## config.mk

```make
export PLATFORM = sky130hd
export DESIGN_NAME = srsl_top
export DESIGN_NICKNAME = d
export VERILOG_FILES = /design/src/rtl/srsl_pkg.sv /design/src/rtl/srsl_error_latch.sv /design/src/rtl/srsl_status_drive.sv /design/src/rtl/srsl_top.sv
export SDC_FILE = /design/constraint.sdc
export NUM_CORES = 1
export LEC_CHECK = 0
export BUFFER_PORTS_ARGS = -buffer_cell sky130_fd_sc_hd__buf_2
export CORE_UTILIZATION = 30
export CTS_CLUSTER_SIZE = 16
export DETAILED_ROUTE_END_ITERATION = 6
export SYNTH_ARGS = -nofsm -noshare
export SYNTH_HDL_FRONTEND = slang
export SYNTH_SLANG_ARGS = --single-unit
export TNS_END_PERCENT = 1
```

## constraint.sdc

```tcl
create_clock -name mclk -period 2.5 [get_ports mclk]
set_clock_uncertainty 0.1 [all_clocks]
set_input_delay 0.125 -clock mclk [delete_from_list [all_inputs] [get_ports mclk]]
set_output_delay 0.125 -clock mclk [all_outputs]
set_load 0.01 [all_outputs]
```

## src/rtl/srsl_pkg.sv

```systemverilog
`default_nettype none
package srsl_pkg;
   // Mask and status bit positions
   localparam int unsigned BIT_OVERFLOW = 0;
   localparam int unsigned BIT_FULL = 1;
   localparam int unsigned BIT_HALF = 2;
   localparam int unsigned BIT_DONE = 3;
   localparam int unsigned BIT_READY = 4;
   localparam int unsigned BIT_ERROR = 5;
   localparam int unsigned BIT_RQS = 6;
   localparam int unsigned NUM_COND = 6;
   localparam int unsigned NUM_ERR = 10;
   // Reset values and writable mask bits
   localparam logic [7:0] MASK_RESET = 8'h00;
   localparam logic [7:0] STATUS_RESET = 8'h00;
   localparam logic [5:0] COND_MASK = 6'h3f;

   // Error source indices
   localparam int unsigned ERR_TRIGGER = 0;
   localparam int unsigned ERR_SHORT_TIME = 1;
   localparam int unsigned ERR_BIG_STRING = 2;
   localparam int unsigned ERR_UNCAL = 3;
   localparam int unsigned ERR_CAL_LOCKED = 4;
   localparam int unsigned ERR_CONFLICT = 5;
   localparam int unsigned ERR_NO_REMOTE = 6;
   localparam int unsigned ERR_ILLEGAL_CMD = 7;
   localparam int unsigned ERR_ILLEGAL_OPT = 8;
   localparam int unsigned ERR_TRANSLATOR = 9;

   // Instrument conditions as levels or pulses
   typedef struct packed {
      logic overflow;
      logic buf_full;
      logic buf_half;
      logic reading_done;
      logic ready;
   } srsl_cond_t;

   // Controller-side events from the bus interface logic
   typedef struct packed {
      logic mask_write;
      logic [7:0] mask_value;
      logic device_clear;
      logic serial_poll_talk;
      logic byte_taken;
      logic error_word_query;
   } srsl_bus_t;
endpackage
`default_nettype wire

```

## src/rtl/srsl_error_latch.sv

```systemverilog
`default_nettype none
module srsl_error_latch (
   // Clock and reset
   input wire logic mclk,
   input wire logic rst_b,
   // Error events
   input wire logic [9:0] err_pulse,
   input wire logic clear,
   // Latched word
   output logic [9:0] err_word,
   output logic any_err
);
   // Set wins over clear so a coincident error survives the read
   logic [9:0] next_err_word;
   assign next_err_word = err_pulse | (clear ? 10'h000 : err_word);
   assign any_err = |err_word;

   always_ff @(posedge mclk or negedge rst_b) begin
      if (!rst_b) begin
         err_word <= 10'h000;
      end else begin
         err_word <= next_err_word;
      end
   end
endmodule
`default_nettype wire

```

## src/rtl/srsl_status_drive.sv

```systemverilog
`default_nettype none
module srsl_status_drive (
   // Clock and reset
   input wire logic mclk,
   input wire logic rst_b,
   // Poll control
   input wire logic talk,
   input wire logic [7:0] status,
   // Data lines
   output logic [7:0] dio_out,
   output logic dio_oe
);
   always_ff @(posedge mclk or negedge rst_b) begin
      if (!rst_b) begin
         dio_out <= 8'h00;
         dio_oe <= 1'b0;
      end else begin
         dio_out <= talk ? status : 8'h00;
         dio_oe <= talk;
      end
   end
endmodule
`default_nettype wire

```

## src/rtl/srsl_top.sv

```systemverilog
`default_nettype none
module srsl_top (
   // Clock and reset
   input wire logic mclk,
   input wire logic rst_b,
   // Instrument conditions
   input wire srsl_pkg::srsl_cond_t cond,
   input wire logic [9:0] err_pulse,
   // Bus interface events
   input wire srsl_pkg::srsl_bus_t bus,
   // Service request line and poll data
   output logic srq,
   output logic [7:0] dio_out,
   output logic dio_oe,
   // Visible state
   output logic [7:0] status_byte,
   output logic [7:0] request_mask,
   output logic [9:0] error_word
);
   // ------------------------------------------------
   // Mask register
   // ------------------------------------------------
   logic [7:0] next_mask;
   assign next_mask = bus.device_clear ? srsl_pkg::MASK_RESET
      : bus.mask_write ? (bus.mask_value & {2'b00, srsl_pkg::COND_MASK})
      : request_mask;

   always_ff @(posedge mclk or negedge rst_b) begin
      if (!rst_b) begin
         request_mask <= srsl_pkg::MASK_RESET;
      end else begin
         request_mask <= next_mask;
      end
   end

   // ------------------------------------------------
   // Error latch
   // ------------------------------------------------
   logic any_err;
   logic err_clear;
   assign err_clear = bus.error_word_query | bus.device_clear;

   srsl_error_latch u_err (
      .mclk(mclk),
      .rst_b(rst_b),
      .err_pulse(err_pulse),
      .clear(err_clear),
      .err_word(error_word),
      .any_err(any_err)
   );

   // ------------------------------------------------
   // Live condition vector
   // ------------------------------------------------
   logic [5:0] live;
   assign live[srsl_pkg::BIT_OVERFLOW] = cond.overflow;
   assign live[srsl_pkg::BIT_FULL] = cond.buf_full;
   assign live[srsl_pkg::BIT_HALF] = cond.buf_half;
   assign live[srsl_pkg::BIT_DONE] = cond.reading_done;
   assign live[srsl_pkg::BIT_READY] = cond.ready;
   assign live[srsl_pkg::BIT_ERROR] = any_err;

   // ------------------------------------------------
   // Request and freeze
   // ------------------------------------------------
   // Each cause raises a request only on its rising edge, so a standing
   // condition does not re-request right after the poll releases it.
   logic [5:0] live_d;
   logic [5:0] rise;
   logic err_armed;
   logic trigger;
   logic rqs;
   logic [5:0] held;
   logic next_rqs;
   logic [5:0] next_held;
   logic next_armed;

   assign rise = live & ~live_d;
   assign trigger = |(rise & request_mask[5:0] &
      {err_armed, 5'h1f});
   // Serial poll read clears the request; a new cause wins the cycle
   assign next_rqs = bus.device_clear ? 1'b0
      : trigger ? 1'b1
      : bus.byte_taken ? 1'b0
      : rqs;
   // Frozen while requesting, otherwise tracks the live state
   assign next_held = bus.device_clear ? 6'h00
      : (rqs && !bus.byte_taken) ? held
      : live;
   // Error requests rearm only after the error word is read or a device clear
   assign next_armed = err_clear ? 1'b1
      : (trigger && rise[srsl_pkg::BIT_ERROR] &&
         request_mask[srsl_pkg::BIT_ERROR]) ? 1'b0
      : err_armed;

   always_ff @(posedge mclk or negedge rst_b) begin
      if (!rst_b) begin
         live_d <= 6'h00;
         rqs <= 1'b0;
         held <= 6'h00;
         err_armed <= 1'b1;
      end else begin
         live_d <= live;
         rqs <= next_rqs;
         held <= next_held;
         err_armed <= next_armed;
      end
   end

   // ------------------------------------------------
   // Status byte and outputs
   // ------------------------------------------------
   // While a request stands, the byte shows the snapshot taken with it
   logic [5:0] shown;
   // A second cause rising under a standing request must not unfreeze it
   assign shown = (trigger && !rqs) ? live : held;
   assign status_byte = {1'b0, rqs, shown};
   assign srq = rqs;

   srsl_status_drive u_drv (
      .mclk(mclk),
      .rst_b(rst_b),
      .talk(bus.serial_poll_talk),
      .status(status_byte),
      .dio_out(dio_out),
      .dio_oe(dio_oe)
   );
endmodule
`default_nettype wire

```

### Word-level counts from Yosys, hierarchy flattened

Index checks and enable logic that the tools add are counted.

* bitwise logic cells: 6
* reduce and logical (&&, ||, !) cells: 11
* equality and inequality tests: 1
* multiplexer cells: 12

Operators with widths (count)
* AND 6 bit: 3
* two-way mux 6 bit: 3
* two-way mux 8 bit: 2
* two-way mux 10 bit: 1
* bitwise OR 10 bit: 1
* OR reduction 10 bit: 1
* two-way mux 7 bit: 1
* NOT 6 bit: 1
* OR reduction 6 bit: 1
* two-way mux 1 bit: 5
* logical AND 1 bit: 4
* nonzero test 2 bit: 2
* nonzero test 3 bit: 1
* zero test 1 bit: 2
* inequality test 2 bit (second input constant): 1
* bitwise OR 1 bit: 1

* output and inout bits: 36
* bits of input ports: 30
* register bits after elaboration: 41

### Depth between registers and ports, before layout

Gate-level depths: netlist (run 1).

* word-level depth: 9
* mapped depth: 5

### By module

A second synthesis (run 1) with hierarchy kept.

* cells, all modules: 116
* area total of the unflattened synthesis: 1531.5 µm²

Modules (own cells, without submodules)
* srsl_top: times used 1, cells each 74, area each 904.6 µm², seq. area each 501.7 µm²
* srsl_error_latch: times used 1, cells each 25, area each 351.6 µm², seq. area each 250.2 µm²
* srsl_status_drive: times used 1, cells each 17, area each 275.3 µm², seq. area each 225.2 µm²

### Least setup slack after synthesis (run 1)

No wires, ideal clock.

* path type: flip-flop to output port
* start: reg u_err.err_word[0]
* end: out status_byte[5]
* cell stages (with the launch flop): 6
* data required time: 2.275 ns
* path slack: 0.542 ns
* arrival: 1.733 ns
* buffers on the path: 1
* cell sequence: dfrtp_1 > nor4_4 > a311oi_2 > o41a_1 > buf_6 > mux2_4

* word-level cells in the longest chain between the ends: 7

Ends and longest elaborated chain
* start, declared: RTL line srsl_error_latch.sv:10 `output logic [9:0] err_word,`
* start signal, assigned: RTL line srsl_error_latch.sv:22 `err_word <= next_err_word;`
* OR reduction 10 bit *: RTL line srsl_error_latch.sv:16 `assign any_err = |err_word;`
* AND 6 bit: RTL line srsl_top.sv:78 `assign rise = live & ~live_d;`
* AND 6 bit (2 in a row): RTL line srsl_top.sv:79 `assign trigger = |(rise & request_mask[5:0] &`
* OR reduction 6 bit: RTL line srsl_top.sv:79
* logical AND 1 bit: RTL line srsl_top.sv:116 `assign shown = (trigger && !rqs) ? live : held;`
* two-way mux 6 bit *: RTL line srsl_top.sv:116
* end, declared: RTL line srsl_top.sv:16 `output logic [7:0] status_byte,`

Mark *: on every way between the ends. The rest lies on a longest branch, timed or not.

### Final worst setup path (run 1)

* start: reg u_err.err_word[8]
* end: out status_byte[5]

Same word-level chain as after synthesis.

==> results of run 1 <==
-- cell usage in the layout (no fill, tap or decap), drive strengths merged --
cell and count:
buf 67, dfrtp 37, nand2 26, dlygate4sd3 23
nor2 12, mux2i 12, a21o 10, mux2 6
a21oi 6, clkbuf 6, conb 4, nor4 3
o21ai 2, nand2b 2, inv 2, nand3 1
nand3b 1, o22ai 1, a311oi 1, o41a 1
o41ai 1, and2 1, nor3 1, a31oi 1
bufinv 1, dfstp 1
-- power by group --
| group | internal [mW] | switching, mW | leakage [nW] | total (mW) |
|---|---|---|---|---|
| registers | 0.651 | 0.0258 | 0.465 | 0.677 |
| clock network | 0.319 | 0.206 | 0.0573 | 0.525 |
| logic | 0.130 | 0.115 | 0.706 | 0.245 |
-- routing by layer --
metal	wire, um	track usage
met1	1680	0.169
met2	1960	0.281
met3	168	0.0595
met4	25	0.0370
met5	0	0
-- registers in the layout, summed over array words and instances, names as in the netlist --
signal,cells
err_armed,1
request_mask,6
u_drv.dio_oe,1
srq,1
u_err.err_word,10
live_d,6
u_drv.dio_out,7
held,6
-- through the flow --
stage,hold slack (ns),TNS [ns],worst slack [ns],util
finish,0.0862,0,0.0641,0.467
global route,0.0983,-0.0560,-0.0510,0.467
CTS,0.0828,-0.00196,-0.00196,0.465
detailed placement,0.179,0,0.296,0.380
global placement,0.179,0,0.342,0.380
floorplan,-0.271,0,0.542,-
-- worst paths after layout --
| path | from | endpoint | cells past startpoint |
|---|---|---|---|
| worst min-delay path | bus[1] | held[2] | 4 |
| worst max-delay path | u_err.err_word[8] | status_byte[5] | 6 |
| min in group asynchronous | rst_b | u_drv.dio_out[6] | 2 |
| max in group asynchronous | rst_b | u_err.err_word[8] | 2 |
| worst max register to register | u_err.err_word[8] | u_drv.dio_out[5] | 6 |
| worst min register to register | u_err.err_word[1] | u_err.err_word[1] | 1 |
-- logic make-up after synthesis --
family	after synthesis	share of synthesized area
other	1	0.00230
AO/OA/AOI/OAI	23	0.112
multiplexers	18	0.118
AND/OR/NAND/NOR	47	0.140
buffers and inverters	12	0.0438
flip-flops	38	0.584
-- worst register-to-register path: stages (launching register included) --
cell      delay [ns]
dfrtp_1         0.42
nor4_4          0.38
a311oi_4        0.17
buf_4           0.17
o41a_1          0.34
buf_4           0.19
mux2i_1         0.22
-- cell type report --
type / count / area (um2)
Clock inverter: 1 / 30.0
Multi-Input combinational cell: 92 / 647
Timing Repair Buffer: 90 / 611
Inverter: 2 / 7.51
Clock buffer: 6 / 82.6
Fill cell: 463 / 2760
Tap cell: 70 / 87.6
Sequential cell: 38 / 952
-- repair_timing --
item                                   in CTS  in global routing
setup endpoints to repair                   5                  6
cloned                                      0                  0
resized for setup                           9                  1
endpoints found under the hold margin      59                  0
hold buffers                               23                  0
pin swaps                                   4                  3
setup buffers                               6                  1
==> results.md, run 1 <==
* CP bufs+invs at 2
* Largest net degree at the start of global routing at 39
* First-pass GRT wire length at 6420 um
* Area Overhead vs Synth at 48.4%
* Initial Util at 0.315
* # DRC at 0
* Tmin final at 2.44 ns
* HP Class: input port to register
* Synth Cell Area at 1630 um2
* Routed Antenna Nets at 0
* Slowest Stage Delay on Critical Path at between 0.4 and 0.5 ns
* CTS max path bufs at 2
* Final Power at approximately 1.4 mW
* Worst setup EP type: output port
* Slowest-stage cell, CP: dfrtp_1
* Total wire length at ~3800 um
* # rows at 26
* Max VDD drop at 364 uV
* FF-to-FF setup slack at just over 0.4 ns
* GRT overflow at 0
* Max-cap violations at 0
* Clock Root Buffer: clkbuf_8
* Dpl cells at 262
* Max-slew violations at 0
* Inserted Diodes at 0
* Die area at 5730 um2
* WL/cell at 12.8 um
* Seq/Total Area, Yosys at 0.584
* Max Freq at 411 MHz
* Crit-path max FO at 3
* Ys Warns at 0
* Initial antenna violation count at 0
* Num CTS Buffers at 5
* Drt initial violations at 63
* Area leader, netlist: dfrtp_1
* CP Class: register to output port
* Synth area leaders: dfrtp_1 (57%), mux2i_1 (7.4%), nand2_1 (6.0%)
* DR vias/cell at 4.48
* Leak at around 1.2 nW
* Chip height at 75.7 um
* Clk sinks at 38
* Top cells by count, synth: dfrtp_1 (37), nand2_1 (26), mux2i_1 (12), nor2_1 (12), a21o_1 (9)
* Avg Cell Area, Syn at 11.7 um2
* Placed Area at 1970 um2
* Fin crit share at 0.974
* Core area at 5170 um2
* Netlist cell types at 29
* Number of global-route vias before repair at between 1000 and 1500
* Worst-margin pin slew at 0.837 ns
* Finished Layout Cells at 299
* Placer Congestion at 0.712
* IO Port Bufs at 59
* Vias at 1340
* Final hold vios at 0
* Layout cell share with drive strength beyond 1 at 0.376
* Share of flip-flops with an asynchronous set or reset at 1.00
* Critical-path cell list: nor4_4 -> a311oi_4 -> buf_4 -> o41a_1 -> mux2_4 -> buf_6
* DP HPWL at 2500 um
* # H-tree levels at 2
* Syn Inst Count at about 140
* Cell family with most CP delay: compound AO/OA/AOI/OAI gates
* Worst-skew pair later-pin latency at approximately 0.29 ns
* CTS tree: yes
* Crit path arrival time at 2.21 ns
* Die Wd at about 76 um
* Final setup violation count at 0
* Slew HR at 0.442
* Io pins at 66
* Clock transition at path regs at 0.07 ns
* Top_reg_cell synth: dfrtp_1
* Req. time, crit path at 2.28 ns
* Design area at 2420 um2
* Final Net Count at 259
* Post-synth EDFFs at 0
* Count leader, synth: dfrtp_1
* Total Routing Usage GR at 0.154
* DRT Pass-1 Iters at 4
* CP startpoint kind: register
* Post-synthesis register bit count at 38
* Status: completed
* Unrepaired setup endpoints after global routing: yes
* Power density cells at 598 nW/um2
* Yosys top cell area share at 0.568
Power figures use the tool's default switching activity.
==> run 2, diff against run 1 <==
--- a/config.mk
+++ b/config.mk
@@ -9,7 +9,9 @@
 export CORE_UTILIZATION = 30
 export CTS_CLUSTER_SIZE = 16
 export DETAILED_ROUTE_END_ITERATION = 6
+export SETUP_SLACK_MARGIN = 0.1
 export SYNTH_ARGS = -nofsm -noshare
 export SYNTH_HDL_FRONTEND = slang
+export SYNTH_HIERARCHICAL = 1
 export SYNTH_SLANG_ARGS = --single-unit
 export TNS_END_PERCENT = 1
==> run 2 against run 1 <==
Combinational power down 14%. Wire length is 9.8% lower. Total power fell by 10%. Sequential share of layout area grew 3.9 points. Via count is 11% lower. Critical path depth did not move. Final cell count shrank 7.7%. Worst setup slack improved by 0.15 ns. Area after synthesis is 6.0% lower. Global-route usage fell by 1.9 points. Count of clock-buffer cells in the layout is 2 higher. Critical endpoint is now status_byte[0]. Largest cell class unchanged. Highest routed layer unchanged.
==> results.md, run 2 <==
* Unrepaired setup endpoints after global routing: no
* Critical-path cell list: nor4_2 -> nand3_1 -> nand4b_1 -> a41oi_4 -> mux2_4 -> buf_2
* Max Freq at 438 MHz (+6.8%)
* Io pins at 66 (unchanged)
* Max VDD drop at 310 uV (-15%)
* Largest registers: u_err/err_word x10, u_drv/dio_out x8
* Placed Area at 1890 um2 (-3.8%)
* Die area at 5390 um2 (-5.8%)
* Die Wd at 73.5 um (-3.0%)
* Worst-skew pair later-pin latency at 0.29 ns (about the same)
* Fin crit share at 0.913 (-0.0617)
* # DRC at 0 (unchanged)
* Register name with the most flops: u_err/err_word
* Post-synth EDFFs at 0 (unchanged)
* Final Power at 1.30 mW (-10%)
* Clk sinks at 39 (+2.6%)
* Total Routing Usage GR at 0.135 (-0.0189)
* Placer Congestion at 0.643 (-9.7%)
* Initial antenna violation count at 0 (unchanged)
* Power density cells at 575 nW/um2 (-4.0%)
* Clock transition at path regs at 0.07 ns (about the same)
* Most frequent cells in the layout: buf_2 (60), dfrtp_1 (38), dlygate4sd3_1 (23)
* Synth Area in Adders at 0 (unchanged)
* Crit-path max FO at 6 (+3)
* Count leader, synth: dfrtp_1
* Clock Root Buffer: clkbuf_8
* Share of flip-flops with an asynchronous set or reset at 1.00 (unchanged)
* Req. time, crit path at 2.28 ns (about the same)
* Post-Synth XOR/XNOR Area at 0 (unchanged)
* Leak at 1.14 nW (-7.3%)
* Worst-margin pin slew at 0.868 ns (+0.0308 ns)
* Inserted Diodes at 0 (unchanged)
* Netlist cell types at 25 (-14%)
* Reg2reg start: u_err/err_word[0]
* IO Port Bufs at 60 (+1.7%)
* Worst Hold Depth at 3 (-1)
* Max-slew violations at 0 (unchanged)
* TNS Setup at 0 ns (unchanged)
* Number of global-route vias before repair at 1136 (-20%)
* Initial Util at 0.318 (+0.00297)
* Worst hold slack at 0.0483 ns (-0.0379 ns)
* Routed Antenna Nets at 0 (unchanged)
* Compound-cell area share of the yosys netlist at 0.0776 (-0.0345)
* Seq/Total Area, Yosys at 0.638 (+0.0536)
* Area leader, netlist: dfrtp_1
* Drt initial violations at 63 (unchanged)
* Crit path arrival time at 2.06 ns (-0.15 ns)
* # H-tree levels at 2 (unchanged)
* CTS max path bufs at 2 (unchanged)
* Largest net degree at the start of global routing at 40 (+2.6%)
* CP Launch Point: u_err/err_word[0]
* Main combinational cell family by area after synthesis: simple AND/OR/NAND/NOR gates
* Max-cap violations at 0 (unchanged)
* Layout fillers at 472 (+1.9%)
* Design area at 2260 um2 (-6.7%)
* Status: completed
* Most common cell after layout, fill and taps aside: buf_2
* Vias at 1198 (-11%)
* Worst r2r path cells at 6 (unchanged)
* HP Class: input port to register
* Syn Inst Count at 116 (-17%)
* Slowest Stage Delay on Critical Path at 0.41 ns (about the same)
* Synth Cell Area at 1530 um2 (-6.0%)
* Slowest-stage cell, CP: dfrtp_1
* DR vias/cell at 4.34 (-3.1%)
* CP Class: register to output port
* Avg Cell Area, Syn at 13.2 um2 (+13%)
* Multiplexer share of the synthesized area at 0.123 (+0.00504)
* Synth area leaders: dfrtp_1 (62%), mux2i_1 (7.8%), a21o_1 (4.4%)
* Tmin final at 2.28 ns (-0.154 ns)
* Post-synthesis register bit count at 39 (+2.6%)
* DP HPWL at 2150 um (-14%)
* Layout cell share with drive strength beyond 1 at 0.402 (+0.0264)
* Chip height at 73.5 um (-3.0%)
* Hold path start: bus[0]
* Max reg flops at 10 (unchanged)
* Final hold vios at 0 (unchanged)
* WL/cell at 12.6 um (-2.3%)
* Slew HR at 0.422 (-0.0205)
* GRT overflow at 0 (unchanged)
* Top cells by count, synth: dfrtp_1 (38), nor2_1 (14), mux2i_1 (12)
* Yosys top cell area share at 0.621 (+0.0526)
* Simple-gate area share of the yosys netlist at 0.129 (-0.0107)
* Core area at 4820 um2 (-6.9%)
* Final setup violation count at 0 (unchanged)
* Hold EP: err_armed
* Area of the multi-input gates at 536 um2 (-17%)
* Worst setup EP type: output port
* Top_reg_cell synth: dfrtp_1
* CP startpoint kind: register
* Num CTS Buffers at 5 (unchanged)
* DRT Pass-1 Iters at 3 (-1)
* Ys Warns at 6 (+6)
* Area Overhead vs Synth at 47.3%
* # rows at 25 (-3.8%)
* FF-to-FF End: u_drv/dio_out[0]
* Final Net Count at 238 (-8.1%)
* Total wire length at 3460 um (-9.8%)
* CTS tree: yes
* FF-to-FF setup slack at 0.50 ns (+0.09 ns)
* First-pass GRT wire length at 5350 um (-17%)
* Register area at 977 um2 (+2.6%)
## run 2: cell types whose count changed after synthesis, sizes merged, moves of 2 or more
| cell | previous run | this run |
|---|---|---|
| a21oi | 6 | 0 |
| and2 | 1 | 8 |
| clkbuf | 4 | 2 |
| nand2 | 26 | 2 |
| nand3b | 1 | 4 |
| nor2 | 12 | 14 |
## run 2: final cells by class
cell class / instances / area share
tap: 67 / 0.0372
clock buffer: 8 / 0.0355
multi-input combinational: 72 / 0.237
timing repair buffer: 89 / 0.255
sequential: 39 / 0.433
inverter: 1 / 0.00166
## run 2: repair_timing
item / in CTS / in global routing
hold buffers: 23 / 0
resized for setup: 0 / 3
hold endpoints to repair: 60 / 0
endpoints found under the setup margin: 1 / 6
buffers inserted: 0 / 5
pin swaps: 1 / 5
## run 2: through the flow
stage / utilization / std cells / worst slack, ns
after floorplan: - / 119 / 0.607
after global placement: 0.393 / 240 / 0.414
after detailed placement: 0.393 / 240 / 0.418
after CTS: 0.457 / 271 / 0.102
after global routing: 0.468 / 276 / 0.0406
final: 0.468 / 276 / 0.218
## run 2: routing by layer
| metal | GRT usage | wire [um] | vias up |
|---|---|---|---|
| met5 | 0 | 0 | - |
| met4 | 0.0385 | 41 | 0 |
| met3 | 0.0494 | 239 | 5 |
| met2 | 0.231 | 1700 | 50 |
| met1 | 0.159 | 1490 | 575 |
| li1 | - | - | 568 |
## run 2: kinds of logic after synthesis
group | after synthesis
other cells | 1
simple gates | 37
compound gates | 13
mux | 18
buf+inv | 8
flops | 39
## run 2: worst max path at each step
stage / endpoint / depth (start not counted) / slack, ns
after global placement: u_drv/dio_out[3] / 6 / 0.41
after detailed placement: u_drv/dio_out[5] / 6 / 0.42
after floorplan: u_drv/dio_out[0] / 6 / 0.61
after global routing: status_byte[0] / 6 / 0.04
final: status_byte[0] / 6 / 0.22
after CTS: status_byte[5] / 6 / 0.10
## run 2: worst max-delay path: cells and delay by family (launching register included)
kind,cells,cell delay (ns)
compound gates,1,0.19
buf+inv,1,0.14
flops,1,0.41
mux,1,0.35
simple gates,3,0.69
## run 2: report_power, final
group	switching (mW)	internal, mW	total, mW
clock network	0.199	0.198	0.397
registers	0.0222	0.667	0.690
logic	0.0988	0.111	0.210
total	0.320	0.976	1.30
==> run 3, diff against run 2 <==
==> constraint.sdc (replaced) <==
create_clock -name mclk -period 2.8 [get_ports mclk]
set_clock_uncertainty 0.1 [all_clocks]
set_input_delay 0.14 -clock mclk [delete_from_list [all_inputs] [get_ports mclk]]
set_output_delay 0.14 -clock mclk [all_outputs]
set_load 0.01 [all_outputs]
==> run 3 against run 2 <==
Sequential power is 11% lower. Clock power is 11% lower. Cell area is 5.4% lower. Non-clock buffer count is 12 lower. Critical endpoint is now status_byte[4]. Largest cell class unchanged.
==> results.md, run 3 (synthesis results as in run 2) <==
* Status: completed
* FF-to-FF End: u_drv/dio_out[5]
* Number of global-route vias before repair at 1138 (+0.18%)
* WL/cell at 12.4 um (-1.4%)
* Layout fillers at 468 (-0.85%)
* DRT Pass-1 Iters at 4 (+1)
* Req. time, crit path at 2.56 ns (+0.28 ns)
* GRT overflow at 0 (unchanged)
* FF-to-FF setup slack at 0.73 ns (+0.23 ns)
* Power density cells at 533 nW/um2 (-7.2%)
* M1 WL at 1450 um (-2.4%)
* DR vias/cell at 4.31 (-0.78%)
* # DRC at 0 (unchanged)
* Fin crit share at 0.848
* Final setup violation count at 0 (unchanged)
* Area Overhead vs Synth at 39.4%
* First-pass GRT wire length at 5200 um (-2.7%)
* Max-cap violations at 0 (unchanged)
* Total Routing Usage GR at 0.130 (-0.00566)
* Total wire length at 3270 um (-5.7%)
* Clk sinks at 39 (unchanged)
* Worst r2r path cells at 6 (unchanged)
* Hold EP: request_mask[1]
* # rows at 25 (unchanged)
* Final hold vios at 0 (unchanged)
* Worst setup EP type: output port
* Largest registers: u_err/err_word x10, u_drv/dio_out x8
* Unrepaired setup endpoints after global routing: no
* Max-slew violations at 0 (unchanged)
* Reg power frac at 0.540 (+0.008)
* Num CTS Buffers at 5 (unchanged)
* Register name with the most flops: u_err/err_word
* Final Net Count at 226 (-5.0%)
* HP Class: input port to register
* Crit-path max FO at 6 (unchanged)
* Die Wd at 73.5 um (unchanged)
* Clock transition at path regs at 0.07 ns (about the same)
* Core area at 4820 um2 (unchanged)
* Crit path arrival time at 2.14 ns (+0.08 ns)
* CTS tree: yes
* Clock share of power at 0.310 (+0.004)
* Post_cts resized at 0 (unchanged)
* Io pins at 66 (unchanged)
* Leak at 1.08 nW (-5.0%)
* Drt initial violations at 45 (-29%)
* Slew HR at 0.436 (+0.0146)
* TNS Setup at 0 ns (unchanged)
* Max Freq at between 400 and 500 MHz
* Initial Util at 0.318 (unchanged)
* Max VDD drop at 259 uV (-17%)
* Largest net degree at the start of global routing at 40 (unchanged)
* Met3 Wirelength at 212 um (-11%)
* Worst-margin pin slew at 0.846 ns (-0.0218 ns)
* CP Class: register to output port
* Most frequent cells in the layout: buf_2 (60), dfrtp_1 (38), dlygate4sd3_1 (17)
* Setup bufs post-CTS at 0 (unchanged)
* Hold path start: bus[5]
* Combinational power share at 0.151 (-0.011)
* Die area at 5390 um2 (unchanged)
* Met2 wire length at 1570 um (-7.3%)
* Initial antenna violation count at 0 (unchanged)
* Int Pwr at 0.860 mW (-12%)
* Finished Layout Cells at 264 (-4.3%)
* Routed Antenna Nets at 0 (unchanged)
* Switching share of total power at 0.245 (-0.00195)
* Tmin final at 2.38 ns
* Worst Hold Depth at 3 (unchanged)
* Reg2reg start: u_err/err_word[3]
* DP HPWL at 2210 um (+3.1%)
* Dpl cells at 239 (-0.42%)
* Vias at 1137 (-5.1%)
* Top routing layer in use: met4
* Layout cell share with drive strength beyond 1 at 0.386 (-0.0161)
* Chip height at 73.5 um (unchanged)
* # H-tree levels at 2 (unchanged)
* Max reg flops at 10 (unchanged)
* Clock Root Buffer: clkbuf_8
* Inserted Diodes at 0 (unchanged)
* Worst-skew pair later-pin latency at 0.28 ns (about the same)
* Switching power at 0.278 mW (-13%)
* Placer Congestion at 0.633 (-1.6%)
* CP startpoint kind: register
* CTS max path bufs at 2 (unchanged)
* Most common cell after layout, fill and taps aside: buf_2
* IO Port Bufs at 60 (unchanged)
-- run 3: worst max path at each step --
| stage | from | to | cells past startpoint |
|---|---|---|---|
| after floorplan | u_err/err_word[3] | u_drv/dio_out[0] | 6 |
| final | u_err/err_word[3] | status_byte[4] | 6 |
| after global routing | u_err/err_word[7] | status_byte[1] | 6 |
| after CTS | u_err/err_word[3] | status_byte[4] | 6 |
| after global placement | u_err/err_word[7] | status_byte[3] | 6 |
| after detailed placement | u_err/err_word[3] | status_byte[4] | 6 |
-- run 3: what timing repair did --
| item | 4_1_cts | 5_1_grt |
|---|---|---|
| hold buffers | 17 | 0 |
| endpoints found under the hold margin | 54 | 0 |
| setup endpoints to repair | 0 | 0 |
-- run 3: per-layer routing --
metal / up-vias / track usage
met5: - / 0
met4: 0 / 0.0385
met3: 5 / 0.0412
met2: 51 / 0.217
met1: 533 / 0.160
li1: 548 / -
-- run 3: layout make-up --
type	instances	area, um2	area share
sequential	39	977	0.458
multi-input combinational	72	519	0.243
timing repair buffer	77	470	0.220
tap	67	83.8	0.0393
clock buffer	8	80.1	0.0375
inverter	1	3.75	0.00176
-- run 3: power by group through the flow --
stage,logic (mW),registers (mW),clock network (mW)
after floorplan,0.0709,0.635,0
after global placement,0.154,0.624,0
after detailed placement,0.157,0.625,0
after CTS,0.175,0.615,0.367
after global routing,0.191,0.619,0.392
final,0.171,0.614,0.352
-- run 3: worst max-delay path, cell delays in order, from the launching register on --
cell      delay, ns
dfrtp_1        0.40
nor4_1         0.30
nand3_1        0.24
nand4b_1       0.23
a41oi_4        0.20
mux2_2         0.33
buf_2          0.14
-- run 3: per-stage QoR --
step | total power, mW | setup WS (ns) | area [um2] | hold slack, ns | utilization
floorplan | 0.706 | 0.907 | 1540 | -0.256 | -
global placement | 0.779 | 0.715 | 1880 | 0.195 | 0.391
detailed placement | 0.782 | 0.696 | 1880 | 0.194 | 0.391
CTS | 1.16 | 0.367 | 2130 | 0.00182 | 0.443
global route | 1.20 | 0.240 | 2130 | 0.0199 | 0.443
finish | 1.14 | 0.424 | 2130 | 0.00226 | 0.443
